===== src/inc/adcoc_regs.vh =====
`ifndef ADCOC_REGS_VH
`define ADCOC_REGS_VH
// register addresses (7-bit)
`define ADCOC_ADDR_RESET      7'h00
`define ADCOC_ADDR_TIMING     7'h02
`define ADCOC_ADDR_MODE       7'h03
`define ADCOC_ADDR_FORMAT     7'h04
// software reset bit in the reset register
`define ADCOC_RESET_BIT       7
// writable masks
`define ADCOC_TIMING_MASK     8'h0F
`define ADCOC_MODE_MASK       8'h7F
`define ADCOC_FORMAT_MASK     8'h3F
`define ADCOC_REG_RESET       8'h00
// timing register fields
`define ADCOC_T_DCS           0
`define ADCOC_T_PH_LO         1
`define ADCOC_T_PH_HI         2
`define ADCOC_T_POL           3
// mode register fields
`define ADCOC_M_FMT_LO        0
`define ADCOC_M_FMT_HI        1
`define ADCOC_M_OFF           2
`define ADCOC_M_TERM          3
`define ADCOC_M_CUR_LO        4
`define ADCOC_M_CUR_HI        6
// format register fields
`define ADCOC_F_SIGNED        0
`define ADCOC_F_OUTPUT_RANDOMIZER_ON          1
`define ADCOC_F_ABP           2
`define ADCOC_F_TP_LO         3
`define ADCOC_F_TP_HI         5
// output formats
`define ADCOC_FMT_CMOS        2'h0
`define ADCOC_FMT_LVDS        2'h1
`define ADCOC_FMT_DDRCMOS     2'h2
// test patterns
`define ADCOC_TP_OFF          3'h0
`define ADCOC_TP_ZERO         3'h1
`define ADCOC_TP_ONE          3'h3
`define ADCOC_TP_CHECK        3'h5
`define ADCOC_TP_ALT          3'h7
`define ADCOC_CHECK_A         17'h15555
`define ADCOC_CHECK_B         17'h0AAAA
// serial word
`define ADCOC_WORD_BITS       16
`endif


===== src/rtl/adcoc_fifo.v =====
`timescale 1ns/1ns
module adcoc_fifo #(
    parameter WIDTH = 17,
    parameter DEPTH = 4,
    parameter AW    = 2
) (
    // clock and reset
    input  wire             clk_in,
    input  wire             rst_in,
    input  wire             ce_in,
    // fill side
    input  wire             in_valid_in,
    output wire             in_ready_out,
    input  wire [WIDTH-1:0] in_data_in,
    // drain side
    output wire             out_valid_out,
    input  wire             out_ready_in,
    output wire [WIDTH-1:0] out_data_out
);
    reg [WIDTH-1:0] mem_reg [0:DEPTH-1];
    reg [AW-1:0]    wr_ptr_reg;
    reg [AW-1:0]    rd_ptr_reg;
    reg [AW:0]      count_reg;
    wire            push;
    wire            pop;
    reg             ready_reg;
    integer         i;
    localparam [AW:0] LAST_CNT = DEPTH - 1;

    // ready comes from a flop so the fill side never sees a compare glitch
    assign in_ready_out  = ready_reg;
    assign out_valid_out = (count_reg != {(AW+1){1'b0}});
    assign out_data_out  = mem_reg[rd_ptr_reg];
    assign push          = ce_in & in_valid_in & in_ready_out;
    assign pop           = ce_in & out_valid_out & out_ready_in;

    always @(posedge clk_in or posedge rst_in) begin
        if (rst_in) begin
            wr_ptr_reg <= {AW{1'b0}};
            rd_ptr_reg <= {AW{1'b0}};
            count_reg  <= {(AW+1){1'b0}};
            ready_reg  <= 1'b1;
            for (i = 0; i < DEPTH; i = i + 1)
                mem_reg[i] <= {WIDTH{1'b0}};
        end else begin
            if (push) begin
                mem_reg[wr_ptr_reg] <= in_data_in;
                wr_ptr_reg          <= wr_ptr_reg + 1'b1;
            end
            if (pop)
                rd_ptr_reg <= rd_ptr_reg + 1'b1;
            if (push & ~pop) begin
                count_reg <= count_reg + 1'b1;
                ready_reg <= (count_reg != LAST_CNT);
            end else if (pop & ~push) begin
                count_reg <= count_reg - 1'b1;
                ready_reg <= 1'b1;
            end
        end
    end
endmodule // adcoc_fifo


===== src/rtl/adcoc_regs.v =====
`timescale 1ns/1ns
`include "adcoc_regs.vh"
module adcoc_regs #(
    parameter DATA_W     = 16,
    parameter FIFO_DEPTH = 4,
    parameter FIFO_AW    = 2
) (
    // clock and reset
    input  wire              ref_clk_in,
    input  wire              sys_rst_in,
    input  wire              clk_en_in,
    // serial port pins (async to ref_clk_in)
    input  wire              ser_cs_n_in,
    input  wire              ser_clk_in,
    input  wire              ser_data_in,
    output reg               ser_data_out,
    output reg               ser_data_oe_n_out,
    // converter samples
    input  wire              smp_valid_in,
    output wire              smp_ready_out,
    input  wire [DATA_W-1:0] smp_data_in,
    input  wire              smp_overrange_in,
    // processed sample stream to output drivers
    output reg               out_valid_out,
    input  wire              out_ready_in,
    output reg  [DATA_W-1:0] out_data_out,
    output reg               overrange_flag_out,
    output reg               out_data_oe_n_out,
    // driver configuration
    output reg               output_clock_out,
    output reg  [1:0]        out_clock_delay_out,
    output reg               duty_cycle_stabilizer_on_out,
    output reg  [1:0]        output_format_sel_out,
    output reg  [3:0]        drive_current_code_out,
    output reg               internal_termination_enable_out,
    output reg               alternate_bit_polarity_out,
    output reg               output_randomizer_on_out
);
    ////////////////////////////////////////////////////////////////////
    // pin synchronisers
    reg [1:0]  cs_sync_reg;
    reg [1:0]  sck_sync_reg;
    reg [1:0]  sdi_sync_reg;
    reg        sck_prev_reg;
    wire       cs_n;
    wire       sck;
    wire       sdi;
    wire       sck_rise;
    wire       sck_fall;

    always @(posedge ref_clk_in or posedge sys_rst_in) begin
        if (sys_rst_in) begin
            cs_sync_reg  <= 2'h3;
            sck_sync_reg <= 2'h0;
            sdi_sync_reg <= 2'h0;
            sck_prev_reg <= 1'b0;
        end else if (clk_en_in) begin
            cs_sync_reg  <= {cs_sync_reg[0], ser_cs_n_in};
            sck_sync_reg <= {sck_sync_reg[0], ser_clk_in};
            sdi_sync_reg <= {sdi_sync_reg[0], ser_data_in};
            sck_prev_reg <= sck_sync_reg[1];
        end
    end

    assign cs_n     = cs_sync_reg[1];
    assign sck      = sck_sync_reg[1];
    assign sdi      = sdi_sync_reg[1];
    assign sck_rise = sck & ~sck_prev_reg;
    assign sck_fall = ~sck & sck_prev_reg;

    ////////////////////////////////////////////////////////////////////
    // serial shifter
    localparam ST_IDLE = 3'h1;
    localparam ST_SHIFT = 3'h2;
    localparam ST_DONE = 3'h4;

    reg [2:0]  state_reg;
    reg [15:0] shift_reg;
    reg [4:0]  bit_cnt_reg;
    reg [7:0]  rd_shift_reg;
    reg [7:0]  timing_reg;
    reg [7:0]  mode_reg;
    reg [7:0]  format_reg;
    reg [7:0]  rd_value;
    wire [15:0] word_next;
    wire       word_done;
    reg        rd_cmd_reg;

    assign word_next = {shift_reg[14:0], sdi};
    assign word_done = (bit_cnt_reg == 5'h0F) & sck_rise;

    // at the eighth rise the address sits in the low seven bits
    always @* begin
        case (word_next[6:0])
            `ADCOC_ADDR_TIMING: rd_value = timing_reg;
            `ADCOC_ADDR_MODE:   rd_value = mode_reg;
            `ADCOC_ADDR_FORMAT: rd_value = format_reg;
            default:            rd_value = 8'h00;
        endcase
    end

    always @(posedge ref_clk_in or posedge sys_rst_in) begin
        if (sys_rst_in) begin
            state_reg         <= ST_IDLE;
            shift_reg         <= 16'h0000;
            bit_cnt_reg       <= 5'h00;
            rd_shift_reg      <= 8'h00;
            rd_cmd_reg        <= 1'b0;
            ser_data_out      <= 1'b1;
            ser_data_oe_n_out <= 1'b1;
            timing_reg        <= `ADCOC_REG_RESET;
            mode_reg          <= `ADCOC_REG_RESET;
            format_reg        <= `ADCOC_REG_RESET;
        end else if (clk_en_in) begin
            case (state_reg)
                ST_IDLE: begin
                    ser_data_oe_n_out <= 1'b1;
                    bit_cnt_reg       <= 5'h00;
                    rd_cmd_reg        <= 1'b0;
                    if (!cs_n)
                        state_reg <= ST_SHIFT;
                end
                ST_SHIFT: begin
                    if (cs_n) begin
                        // cut frame: let go of the line at once
                        state_reg         <= ST_IDLE;
                        ser_data_oe_n_out <= 1'b1;
                    end else if (sck_rise) begin
                        shift_reg   <= word_next;
                        bit_cnt_reg <= bit_cnt_reg + 5'h01;
                        // read flag is word bit 15; address follows
                        if (bit_cnt_reg == 5'h07)
                            rd_cmd_reg <= word_next[7];
                        if (bit_cnt_reg == 5'h07 && word_next[7]) begin
                            rd_shift_reg      <= rd_value;
                            ser_data_oe_n_out <= 1'b1;
                        end
                        if (word_done) begin
                            state_reg <= ST_DONE;
                            if (!word_next[15]) begin
                                case (word_next[14:8])
                                    `ADCOC_ADDR_RESET:
                                        if (word_next[`ADCOC_RESET_BIT])
                                        begin
                                            timing_reg <= `ADCOC_REG_RESET;
                                            mode_reg   <= `ADCOC_REG_RESET;
                                            format_reg <= `ADCOC_REG_RESET;
                                        end
                                    `ADCOC_ADDR_TIMING:
                                        timing_reg <= word_next[7:0]
                                            & `ADCOC_TIMING_MASK;
                                    `ADCOC_ADDR_MODE:
                                        mode_reg <= word_next[7:0]
                                            & `ADCOC_MODE_MASK;
                                    `ADCOC_ADDR_FORMAT:
                                        format_reg <= word_next[7:0]
                                            & `ADCOC_FORMAT_MASK;
                                    default: ;
                                endcase
                            end
                        end
                    end else if (sck_fall && bit_cnt_reg >= 5'h08
                                 && rd_cmd_reg) begin
                        // open drain: only low bits are driven
                        ser_data_oe_n_out <= rd_shift_reg[7];
                        ser_data_out      <= 1'b0;
                        rd_shift_reg      <= {rd_shift_reg[6:0], 1'b0};
                    end
                end
                ST_DONE: begin
                    // later edges ignored until select rises
                    ser_data_oe_n_out <= 1'b1;
                    if (cs_n)
                        state_reg <= ST_IDLE;
                end
                default: state_reg <= ST_IDLE;
            endcase
        end
    end

    ////////////////////////////////////////////////////////////////////
    // sample path: fifo then formatter
    wire              f_valid;
    wire              f_ready;
    wire [DATA_W:0]   f_data;
    reg               alt_reg;
    reg  [DATA_W-1:0] lfsr_reg;
    reg  [DATA_W:0]   pat;
    reg  [DATA_W-1:0] coded;
    wire [2:0]        tp_sel;
    wire              signed_sel;

    adcoc_fifo #(
        .WIDTH (DATA_W + 1),
        .DEPTH (FIFO_DEPTH),
        .AW    (FIFO_AW)
    ) u_fifo (
        .clk_in        (ref_clk_in),
        .rst_in        (sys_rst_in),
        .ce_in         (clk_en_in),
        .in_valid_in   (smp_valid_in),
        .in_ready_out  (smp_ready_out),
        .in_data_in    ({smp_overrange_in, smp_data_in}),
        .out_valid_out (f_valid),
        .out_ready_in  (f_ready),
        .out_data_out  (f_data)
    );

    assign f_ready    = ~out_valid_out | out_ready_in;
    assign tp_sel     = format_reg[`ADCOC_F_TP_HI:`ADCOC_F_TP_LO];
    assign signed_sel = format_reg[`ADCOC_F_SIGNED]
                        & ~format_reg[`ADCOC_F_ABP];

    always @* begin
        // offset binary in; flip msb for two's complement, but only while abp is off
        coded = f_data[DATA_W-1:0];
        if (signed_sel)
            coded[DATA_W-1] = ~coded[DATA_W-1];
        // randomizer: xor upper bits with lsb (decodable by receiver)
        if (format_reg[`ADCOC_F_OUTPUT_RANDOMIZER_ON])
            coded[DATA_W-1:1] = coded[DATA_W-1:1]
                                ^ {(DATA_W-1){coded[0]}};
        // abp: invert every other bit on alternate samples
        if (format_reg[`ADCOC_F_ABP] && alt_reg)
            coded = coded ^ {(DATA_W/2){2'b10}};
        case (tp_sel)
            `ADCOC_TP_ZERO:  pat = {(DATA_W+1){1'b0}};
            `ADCOC_TP_ONE:   pat = {(DATA_W+1){1'b1}};
            `ADCOC_TP_CHECK: pat = alt_reg ? `ADCOC_CHECK_B
                                           : `ADCOC_CHECK_A;
            `ADCOC_TP_ALT:   pat = {(DATA_W+1){alt_reg}};
            default:         pat = {f_data[DATA_W], coded};
        endcase
    end

    always @(posedge ref_clk_in or posedge sys_rst_in) begin
        if (sys_rst_in) begin
            out_valid_out      <= 1'b0;
            out_data_out       <= {DATA_W{1'b0}};
            overrange_flag_out <= 1'b0;
            alt_reg            <= 1'b0;
            lfsr_reg           <= {DATA_W{1'b0}};
        end else if (clk_en_in) begin
            if (f_ready) begin
                out_valid_out <= f_valid;
                if (f_valid) begin
                    // settings sampled per word leaving the fifo
                    {overrange_flag_out, out_data_out} <= pat;
                    alt_reg <= ~alt_reg;
                end
            end
        end
    end

    ////////////////////////////////////////////////////////////////////
    // driver configuration outputs
    always @(posedge ref_clk_in or posedge sys_rst_in) begin
        if (sys_rst_in) begin
            output_clock_out                <= 1'b0;
            out_clock_delay_out             <= 2'h0;
            duty_cycle_stabilizer_on_out    <= 1'b0;
            output_format_sel_out           <= 2'h0;
            drive_current_code_out          <= 4'h0;
            internal_termination_enable_out <= 1'b0;
            out_data_oe_n_out               <= 1'b0;
            alternate_bit_polarity_out      <= 1'b0;
            output_randomizer_on_out        <= 1'b0;
        end else if (clk_en_in) begin
            // clock out toggles with each sample, polarity applied
            output_clock_out <= alt_reg
                                ^ timing_reg[`ADCOC_T_POL];
            out_clock_delay_out <=
                timing_reg[`ADCOC_T_PH_HI:`ADCOC_T_PH_LO];
            duty_cycle_stabilizer_on_out <= timing_reg[`ADCOC_T_DCS];
            output_format_sel_out <=
                mode_reg[`ADCOC_M_FMT_HI:`ADCOC_M_FMT_LO];
            // msb of code is the doubling set by termination
            drive_current_code_out <= {mode_reg[`ADCOC_M_TERM],
                mode_reg[`ADCOC_M_CUR_HI:`ADCOC_M_CUR_LO]};
            internal_termination_enable_out <=
                mode_reg[`ADCOC_M_TERM];
            out_data_oe_n_out <= mode_reg[`ADCOC_M_OFF];
            alternate_bit_polarity_out <= format_reg[`ADCOC_F_ABP];
            output_randomizer_on_out   <= format_reg[`ADCOC_F_OUTPUT_RANDOMIZER_ON];
        end
    end
endmodule // adcoc_regs


===== config.mk =====
export PLATFORM = sky130hd
export DESIGN_NAME = adcoc_regs
export DESIGN_NICKNAME = d
export VERILOG_FILES = /design/src/rtl/adcoc_fifo.v /design/src/rtl/adcoc_regs.v
export VERILOG_INCLUDE_DIRS = /design/src /design/src/inc
export SDC_FILE = /design/constraint.sdc
export NUM_CORES = 1
export LEC_CHECK = 0
export BUFFER_PORTS_ARGS = -buffer_cell sky130_fd_sc_hd__buf_2
export CORE_UTILIZATION = 40
export DETAILED_ROUTE_END_ITERATION = 7
export PLACE_DENSITY = 0.55
export SLEW_MARGIN = 10
export SYNTH_ARGS = -nofsm -noshare
export SYNTH_HDL_FRONTEND = slang
export SYNTH_SLANG_ARGS = --single-unit

===== constraint.sdc =====
create_clock -name ref_clk_in -period 5.8 [get_ports ref_clk_in]
set_input_delay 0.29 -clock ref_clk_in [delete_from_list [all_inputs] [get_ports ref_clk_in]]
set_output_delay 0.29 -clock ref_clk_in [all_outputs]
set_load 0.03 [all_outputs]

==> results of run 1 <==
==> report_power, final <==
group	internal, mW	switching [mW]
Sequential	1.53	0.262
Clock	0.556	0.493
Combinational	0.640	0.660
==> critical path, cell delays in order (launching register included) <==
cell and delay (ns):
dfrtp_1 0.44, nor3_1 0.38, nor3_2 0.08, buf_4 0.22, inv_1 0.08, ha_1 0.20, inv_1 0.08, fa_1 0.43
xor2_1 0.15, nor2_1 0.12, xor2_1 0.16
==> layer usage <==
layer  vias to the layer above  track usage  part of all wire
met5                         -            0           0.00079
li1                       2279            -                 -
met4                         2       0.0481            0.0085
met2                        77        0.307              0.52
met1                      2499        0.221              0.44
met3                         9       0.0448             0.033
==> logic make-up (layout without fill, tap and decap cells) <==
kind of cell | Yosys count | in the layout
multiplexers | 127 | 127
adder cells (fa/ha/maj) | 9 | 9
flip-flops | 166 | 166
AND/OR/NAND/NOR | 141 | 141
buffers and inverters | 40 | 107
XOR/XNOR | 21 | 21
AO/OA/AOI/OAI | 98 | 98
==> layout by cell type (no fill, tap or decap), types with 10 or more instances in the layout <==
cell       count
o21ai_1       21
o21ai_0       21
mux4_2        12
nor2_1        24
mux2_1        49
inv_1         11
buf_2         59
nand2_1       59
nor2b_1       14
mux2_2        54
o22a_1        10
dfrtp_1      160
clkbuf_16     17
xor2_1        12
==> how the worst max path moves through the flow <==
| stage | start | end | slack [ns] | cells past startpoint |
|---|---|---|---|---|
| finish | u_fifo.count_reg[0] | u_fifo.count_reg[2] | 3.37 | 10 |
| global route | u_fifo.count_reg[0] | u_fifo.count_reg[2] | 3.23 | 10 |
| CTS | u_fifo.count_reg[0] | u_fifo.count_reg[2] | 3.35 | 10 |
| detailed placement | clk_en_in | u_fifo.count_reg[1] | 3.04 | 9 |
| global placement | clk_en_in | u_fifo.count_reg[1] | 3.10 | 9 |
| floorplan | sys_rst_in | alt_reg | 1.03 | 1 |
==> through the flow <==
stage	utilization	power, mW	instances
floorplan	-	2.77	602
global placement	0.437	3.06	872
detailed placement	0.437	3.14	872
CTS	0.466	4.19	903
global route	0.466	4.39	903
finish	0.466	4.14	903
==> final cells by class <==
type | count | area (sq um) | share of cell area
tap | 234 | 293 | 0.0335
clock inverter | 14 | 119 | 0.0136
inverter | 12 | 50.0 | 0.00572
multi-input combinational | 396 | 3360 | 0.385
sequential | 166 | 4160 | 0.476
clock buffer | 17 | 425 | 0.0487
timing repair buffer | 64 | 333 | 0.0381
==> metrics, run 1 <==
CP endpoint kind=flip-flop; IO buf count=59; initial antenna violation count=1; share of cells above drive strength 1=0.262; placed instance area=0.00820 sq mm; cell taking the most area after synthesis=dfrtp_1; status=complete, no violations; Tightest Pin Transition=between 1 and 1.5 ns; global route total overflow=0; postcts setup bufs=0; post-synthesis adder-cell area fraction=0.0156; Yosys cell types=59; final hold vios=0; Initial Utilization=0.410; most numerous cell in the Yosys netlist=dfrtp_1; core area=around 0.019 sq mm; Req. time, crit path=roughly 6 ns; yosys warns=0; Final period util=0.419; Synth top area share=0.520; vias in the first global route=between 5,000 and 6,000; sequential share of the synthesized area=0.541; CP Class=reg -> reg; Worst setup SP type=flip-flop; WL final=16.4 mm; mux contribution to synthesized area=0.212; FF-to-FF End=u_fifo.count_reg[2]; Detailed Place HPWL=about 11 mm; Final WS setup=3.37 ns; Post-synth ARST share=1.00; Worst-Skew Late Latency=roughly 0.43 ns; post-synthesis compound-gate area fraction=0.0878; First-pass DRT Iterations=4; CP arrival=between 2 and 3 ns; HP Class=in -> async; reg2reg setup slack=3.37 ns; pwr dens=approximately 470 mW/mm^2; DR vias/cell=5.39; Vias=4,866; DRC errors left=0; Synth top cells by count=160 x dfrtp_1, 59 x nand2_1, 54 x mux2_2, 49 x mux2_1, 24 x nor2_1; fmax=0.411 GHz; CTS tree=done; Hold WS=roughly 0.036 ns; Avg WL per Cell=18.2 um; post-layout min period=about 2.4 ns; Fin Setup TNS=0 ns; finished layout cell area=0.00874 sq mm; R2R depth=10; xor-xnor portion of the synthesized cell area=0.0281; simple-gate share of the synthesized area=0.0926; synthesized area=just under 0.008 sq mm; Filler cells=1,733; clk slew on worst S/H paths=around 0.070 ns; Die Width=between 100 and 150 um; die area=~0.020 sq mm; EDFF count, synth=0; post-cts resize count=0; largest net degree at the start of global routing=just under 100; nets@finish=slightly below 700; ANT cells=0; ys flop type=dfrtp_1; crit-path max FO=23; Area Overhead vs Synth=13.6%; 1st-iter DRT viols=between 300 and 400; Top Ports=60; total CTS buffers=17; largest family of logic cells by synthesized area=multiplexers; Max Cap Viol=0; GPL Wtd Cong=0.784; CTS max path bufs=2; RR Startpoint=u_fifo.count_reg[0]; post-route ant nets=0; CTS Hold Bufs=0; GRT Total Usage=0.178; Gate Count Post-Synth=around 600; slew margin rel.=0.286; setup slack at placement=3.04 ns; max reg flops=68; wire length of the first global-routing pass=around 27 mm; H-tree Lvls=4; die height=roughly 140 um; Clock Sinks=~170; RSZ-0062 raised after global routing=false; Avg Cell Area, Syn=12.8 sq um; Leak=between 3 and 4 nW; clk root buf=clkbuf_16; Rows=50; Final setup viols=0; Synth area leaders=dfrtp_1 52%, mux2_2 7.9%, mux2_1 7.2%, mux4_2 3.5%, nand2_1 2.9%; worst vdd ir=0.245 mV; syn nets=approximately 640; Final Max Tran Viols=0; Clock Skew=0.0152 ns; Synth Register Bits=~170
Power figures use the tool's default switching activity.
==> run 2: changes to the inputs <==
PLACE_DENSITY = 0.57   (was 0.55)
clock period = 2.21 ns   (was 5.8 ns; I/O delays follow)
==> run 2 against run 1 <==
First-iteration DRC count decreased by 41%. Via count increased by 4.2%. Critical path depth decreased by 1. Sequential cell count unchanged. Die area unchanged. Critical path type unchanged. Count of clock-buffer cells in the layout increased by 4. Cell count increased by 5.6%. Combinational power increased to 2.8 times the previous value. Non-clock buffer count increased by 50. Highest routed layer is now met4.
==> metrics, run 2 (synthesized netlist as in run 1, its figures left out) <==
die height=141 um; initial antenna violation count=0; GPL Wtd Cong=approximately 0.82; 1st-iter DRT viols=just over 200; largest net degree at the start of global routing=45; WL final=roughly 17 mm; Hold WS=just over 0.01 ns; Cell Count, Final, Fillers Out=954; worst vdd ir=around 0.64 mV; Filler cells=roughly 1,700; share of cells above drive strength 1=0.297; die area=about 0.02 sq mm; setup slack at placement=-0.0904 ns; pwr dens=1230 mW/mm^2; Final setup viols=0; Area Overhead vs Synth=22.6%; Max Cap Viol=0; core area=roughly 0.019 sq mm; RSZ-0062 raised after global routing=true; Final Max Tran Viols=0; Fin Setup TNS=0 ns; Worst-Skew Late Latency=approximately 0.42 ns; CP Class=reg -> reg; Vias=about 5,100; Final period util=0.978; Rows=50; status=complete, no violations; final hold vios=0; Initial Utilization=0.410; placed instance area=0.00845 sq mm; total CTS buffers=17; max reg flops=68; Detailed Place HPWL=between 10 and 15 mm; HP Class=in -> reg; CTS tree=done; First-pass DRT Iterations=5; slew margin rel.=0.634; GRT Total Usage=0.184; CP arrival=2.48 ns; fin util=0.503; Tightest Pin Transition=~0.55 ns; post-route ant nets=0; global route total overflow=0; Avg WL per Cell=approximately 18 um; Placed Cells=between 800 and 900; nets@finish=roughly 740; Final WS setup=around 0.048 ns; IO buf count=approximately 60; Die Width=about 140 um; Top Ports=60; Final Power=around 12 mW; H-tree Lvls=4; Clock Sinks=roughly 170; CTS max path bufs=2; finished layout cell area=between 0.009 and 0.01 sq mm; most frequent cells in the layout=159 x dfrtp_1, 59 x nand2_1, 59 x buf_2; Leak=between 4 and 5 nW; DR vias/cell=approximately 5.3; ANT cells=0; crit-path max FO=7; vias in the first global route=roughly 5,300; Worst setup SP type=flip-flop; CP endpoint kind=flip-flop; wire length of the first global-routing pass=27.9 mm; clk root buf=clkbuf_16; fmax=about 0.46 GHz; post-layout min period=between 2 and 2.5 ns; DRC errors left=0; Clock Skew=roughly 0.008 ns; clk slew on worst S/H paths=about 0.06 ns; commonest non-fill, non-tap cell in the layout=dfrtp_1; Req. time, crit path=around 2.5 ns
## run 2: cell count changes in the layout (fill, tap and decap cells not counted), sizes merged
cell,previous run,this run
clkbuf,17,21
clkinv,5,1
clkinvlp,3,5
buf,64,92
inv,18,12
dlygate4sd3,0,22
bufinv,0,5
## run 2: timing repair
item | CTS | global route
pin swaps | 0 | 6
setup endpoints to repair | 13 | 13
resized for setup | 4 | 10
buffers inserted | 0 | 4
hold buffers | 22 | 0
hold endpoints to repair | 86 | 0
## run 2: worst paths after layout
path / from / endpoint / slack [ns] / depth (start not counted)
max: bit_cnt_reg[0] / timing_reg[2] / 0.05 / 9
min: clk_en_in / cs_sync_reg[1] / 0.01 / 3
max reg2reg: bit_cnt_reg[0] / timing_reg[2] / 0.05 / 9
min reg2reg: u_fifo.mem_reg[54] / u_fifo.mem_reg[54] / 0.48 / 1
max in group asynchronous: sys_rst_in / u_fifo.mem_reg[57] / 1.29 / 4
min in group asynchronous: sys_rst_in / out_data_out[0] / 0.28 / 3
## run 2: layout make-up
class / instances / area [sq um] / share of cell area
Clock buffer: 21 / 470 / 0.0498
Clock inverter: 11 / 194 / 0.0205
Inverter: 12 / 48.8 / 0.00517
Multi-Input combinational cell: 396 / 3430 / 0.364
Sequential cell: 166 / 4160 / 0.441
Tap cell: 234 / 293 / 0.0310
Timing Repair Buffer: 114 / 838 / 0.0888
## run 2: critical path, cell delays in order (launching register included)
cell and delay, ns:
dfrtp_1 0.42, ha_4 0.17, and3_1 0.17, ha_1 0.16
nand3b_1 0.20, nor4_4 0.29, buf_4 0.16, nand4_1 0.12
buf_4 0.20, a21o_1 0.17
## run 2: power breakdown
part	switching (mW)	internal [mW]	total, mW
registers	0.612	4.02	4.63
logic	1.84	1.84	3.69
clock network	1.18	2.10	3.28
## run 2: layer usage
layer	share of wire	wire [um]	up-vias	GRT usage
met5	0	0	-	0
met1	0.43	7270	2622	0.223
met3	0.036	604	8	0.0496
met2	0.53	8960	70	0.322
li1	-	-	2368	-
met4	0.0075	128	0	0.0492
==> run 3: changes to the inputs <==
CORE_UTILIZATION = 54   (was 40)
PLACE_DENSITY = 0.74   (was 0.57)
==> run 3 against run 2 <==
Core utilization rose by 15 points. Clock skew barely moved. Via count barely moved. Die area fell by 26%. Global-route usage rose by 5.5 points. Sequential share of layout area rose by 1.5 points. Maximum frequency rose by 2.6%. Final area fell by 3.3%. Setup slack improved by 0.054 ns. Routed wire length fell by 4.8%. First-iteration DRC count rose by 48%. Largest power group unchanged.
==> metrics, run 3 (synthesized netlist as in run 1, its figures left out) <==
share of cells above drive strength 1=0.283; Clock Sinks=166; slew margin rel.=0.677; clk slew on worst S/H paths=~0.070 ns; commonest non-fill, non-tap cell in the layout=dfrtp_1; Worst Path Buf+Inv=1; Sw Share=0.332; Area Overhead vs Synth=18.6%; Final setup viols=0; initial antenna violation count=0; die area=around 0.015 sq mm; Clock power frac=0.257; Worst path slowest cell=or4_4; Leak=~4.0 nW; Max Cap Viol=0; pwr dens=~1200 mW/mm^2; combinational power share=0.321; Top Ports=60; nets@finish=732; Largest stage delay, worst path=between 0.5 and 0.6 ns; Final Power=about 11 mW; Detailed Place HPWL=10.8 mm; Top Family by Delay on Critical Path=simple AND/OR/NAND/NOR gates; HP Class=in -> reg; final hold vios=0; Pint=~7.4 mW; crit-path max FO=12; Final period util=0.954; Tightest Pin Transition=0.484 ns; Worst-Skew Late Latency=roughly 0.43 ns; CTS max path bufs=2; CP endpoint kind=flip-flop; CP Class=reg -> reg; wire length of the first global-routing pass=26.6 mm; CTS tree=done; Worst setup SP type=flip-flop; Clock Skew=0.00830 ns; DRC errors left=0; worst vdd ir=slightly above 0.8 mV; IO buf count=between 50 and 60; fmax=~0.47 GHz; First-pass DRT Iterations=5; Switch Pwr=approximately 3.7 mW; post-layout min period=around 2.1 ns; Sequential Power Share=0.422; WL final=16.2 mm; Final Max Tran Viols=0; critical path cell sequence=ha_2 > and3_1 > ha_1 > nand3b_1 > buf_4 > or4_4 > nand2_1 > o21ai_1; status=complete, no violations; 1st-iter DRT viols=between 300 and 400; max reg flops=between 60 and 70; Avg WL per Cell=18.1 um; core area=roughly 0.014 sq mm; ANT cells=0; Hold WS=~0.031 ns; Initial Utilization=0.555; vias in the first global route=5,277; largest net degree at the start of global routing=90; Req. time, crit path=between 2 and 3 ns; most frequent cells in the layout=160 x dfrtp_1, 59 x nand2_1, 59 x buf_2; Die Width=121 um; RSZ-0062 raised after global routing=false; DR vias/cell=between 5 and 6; Rows=between 40 and 50; Vias=about 5,100; GPL Wtd Cong=a little over 0.9; clk root buf=clkbuf_16; total CTS buffers=17; die height=between 100 and 150 um; global route total overflow=0; post-route ant nets=0; H-tree Lvls=4; GRT Total Usage=0.239; CP arrival=2.43 ns
## run 3: per-stage QoR
stage / std cells / setup slack, ns / TNS [ns] / area, sq um / util
final: 891 / 0.102 / 0 / 9130 / 0.658
after global routing: 891 / 0.0176 / 0 / 9130 / 0.658
after CTS: 889 / 0.0167 / 0 / 9090 / 0.655
after detailed placement: 835 / 0.0133 / 0 / 8280 / 0.597
after global placement: 835 / 0.116 / 0 / 8280 / 0.597
after floorplan: 602 / -0.00837 / -1.34 / 7720 / -
## run 3: worst reg2reg max path: stages (launching register included)
cell	delay (ns)
dfrtp_1	0.41
ha_2	0.20
and3_1	0.15
ha_1	0.14
nand3b_1	0.17
buf_4	0.19
or4_4	0.56
nand2_1	0.12
o21ai_1	0.06
## run 3: repair_timing
| action | 4_1_cts | 5_1_grt |
|---|---|---|
| gates cloned | 0 | 0 |
| endpoints found under the setup margin | 1 | 19 |
| buffers inserted | 0 | 2 |
| resized for setup | 2 | 6 |
| hold buffers | 22 | 0 |
| pin swaps | 1 | 1 |
| endpoints found under the hold margin | 232 | 0 |
## run 3: layout make-up
type | instances | area (sq um)
multi-input cells | 396 | 3400
inverters | 12 | 48.8
clock buffers | 19 | 453
fillers | 1040 | 4750
clock inverters | 13 | 121
well taps | 180 | 225
repair buffers | 105 | 721
flip-flops and latches | 166 | 4160
## run 3: worst paths after layout
kind                       slack (ns)  cells past startpoint      startpoint                      endpoint
setup / recovery                 0.10                      8  bit_cnt_reg[0]                 format_reg[3]
hold / removal                   0.03                      3       clk_en_in                 out_valid_out
setup reg to reg                 0.10                      8  bit_cnt_reg[0]                 format_reg[3]
hold reg to reg                  0.48                      1    ser_data_out                  ser_data_out
max in group asynchronous        1.42                      4      sys_rst_in            u_fifo.mem_reg[60]
min in group asynchronous        0.39                      4      sys_rst_in  duty_cycle_stabilizer_on_out
## run 3: routing by layer
metal	track usage	share of wire	routed length, um
met1	0.287	0.41	6620
met3	0.0691	0.049	784
met4	0.0864	0.015	246
met5	0	0	0
met2	0.408	0.53	8500
## run 3: power by group through the flow
| stage | Combinational (mW) | Clock [mW] | Sequential [mW] |
|---|---|---|---|
| 4_1_cts | 3.60 | 2.90 | 4.66 |
| 3_5_place_dp | 3.53 | 0 | 4.70 |
| 3_3_place_gp | 3.38 | 0 | 4.60 |
| 5_1_grt | 3.89 | 3.01 | 4.80 |
| 2_1_floorplan | 2.49 | 0 | 4.80 |
| 6_report | 3.55 | 2.85 | 4.68 |
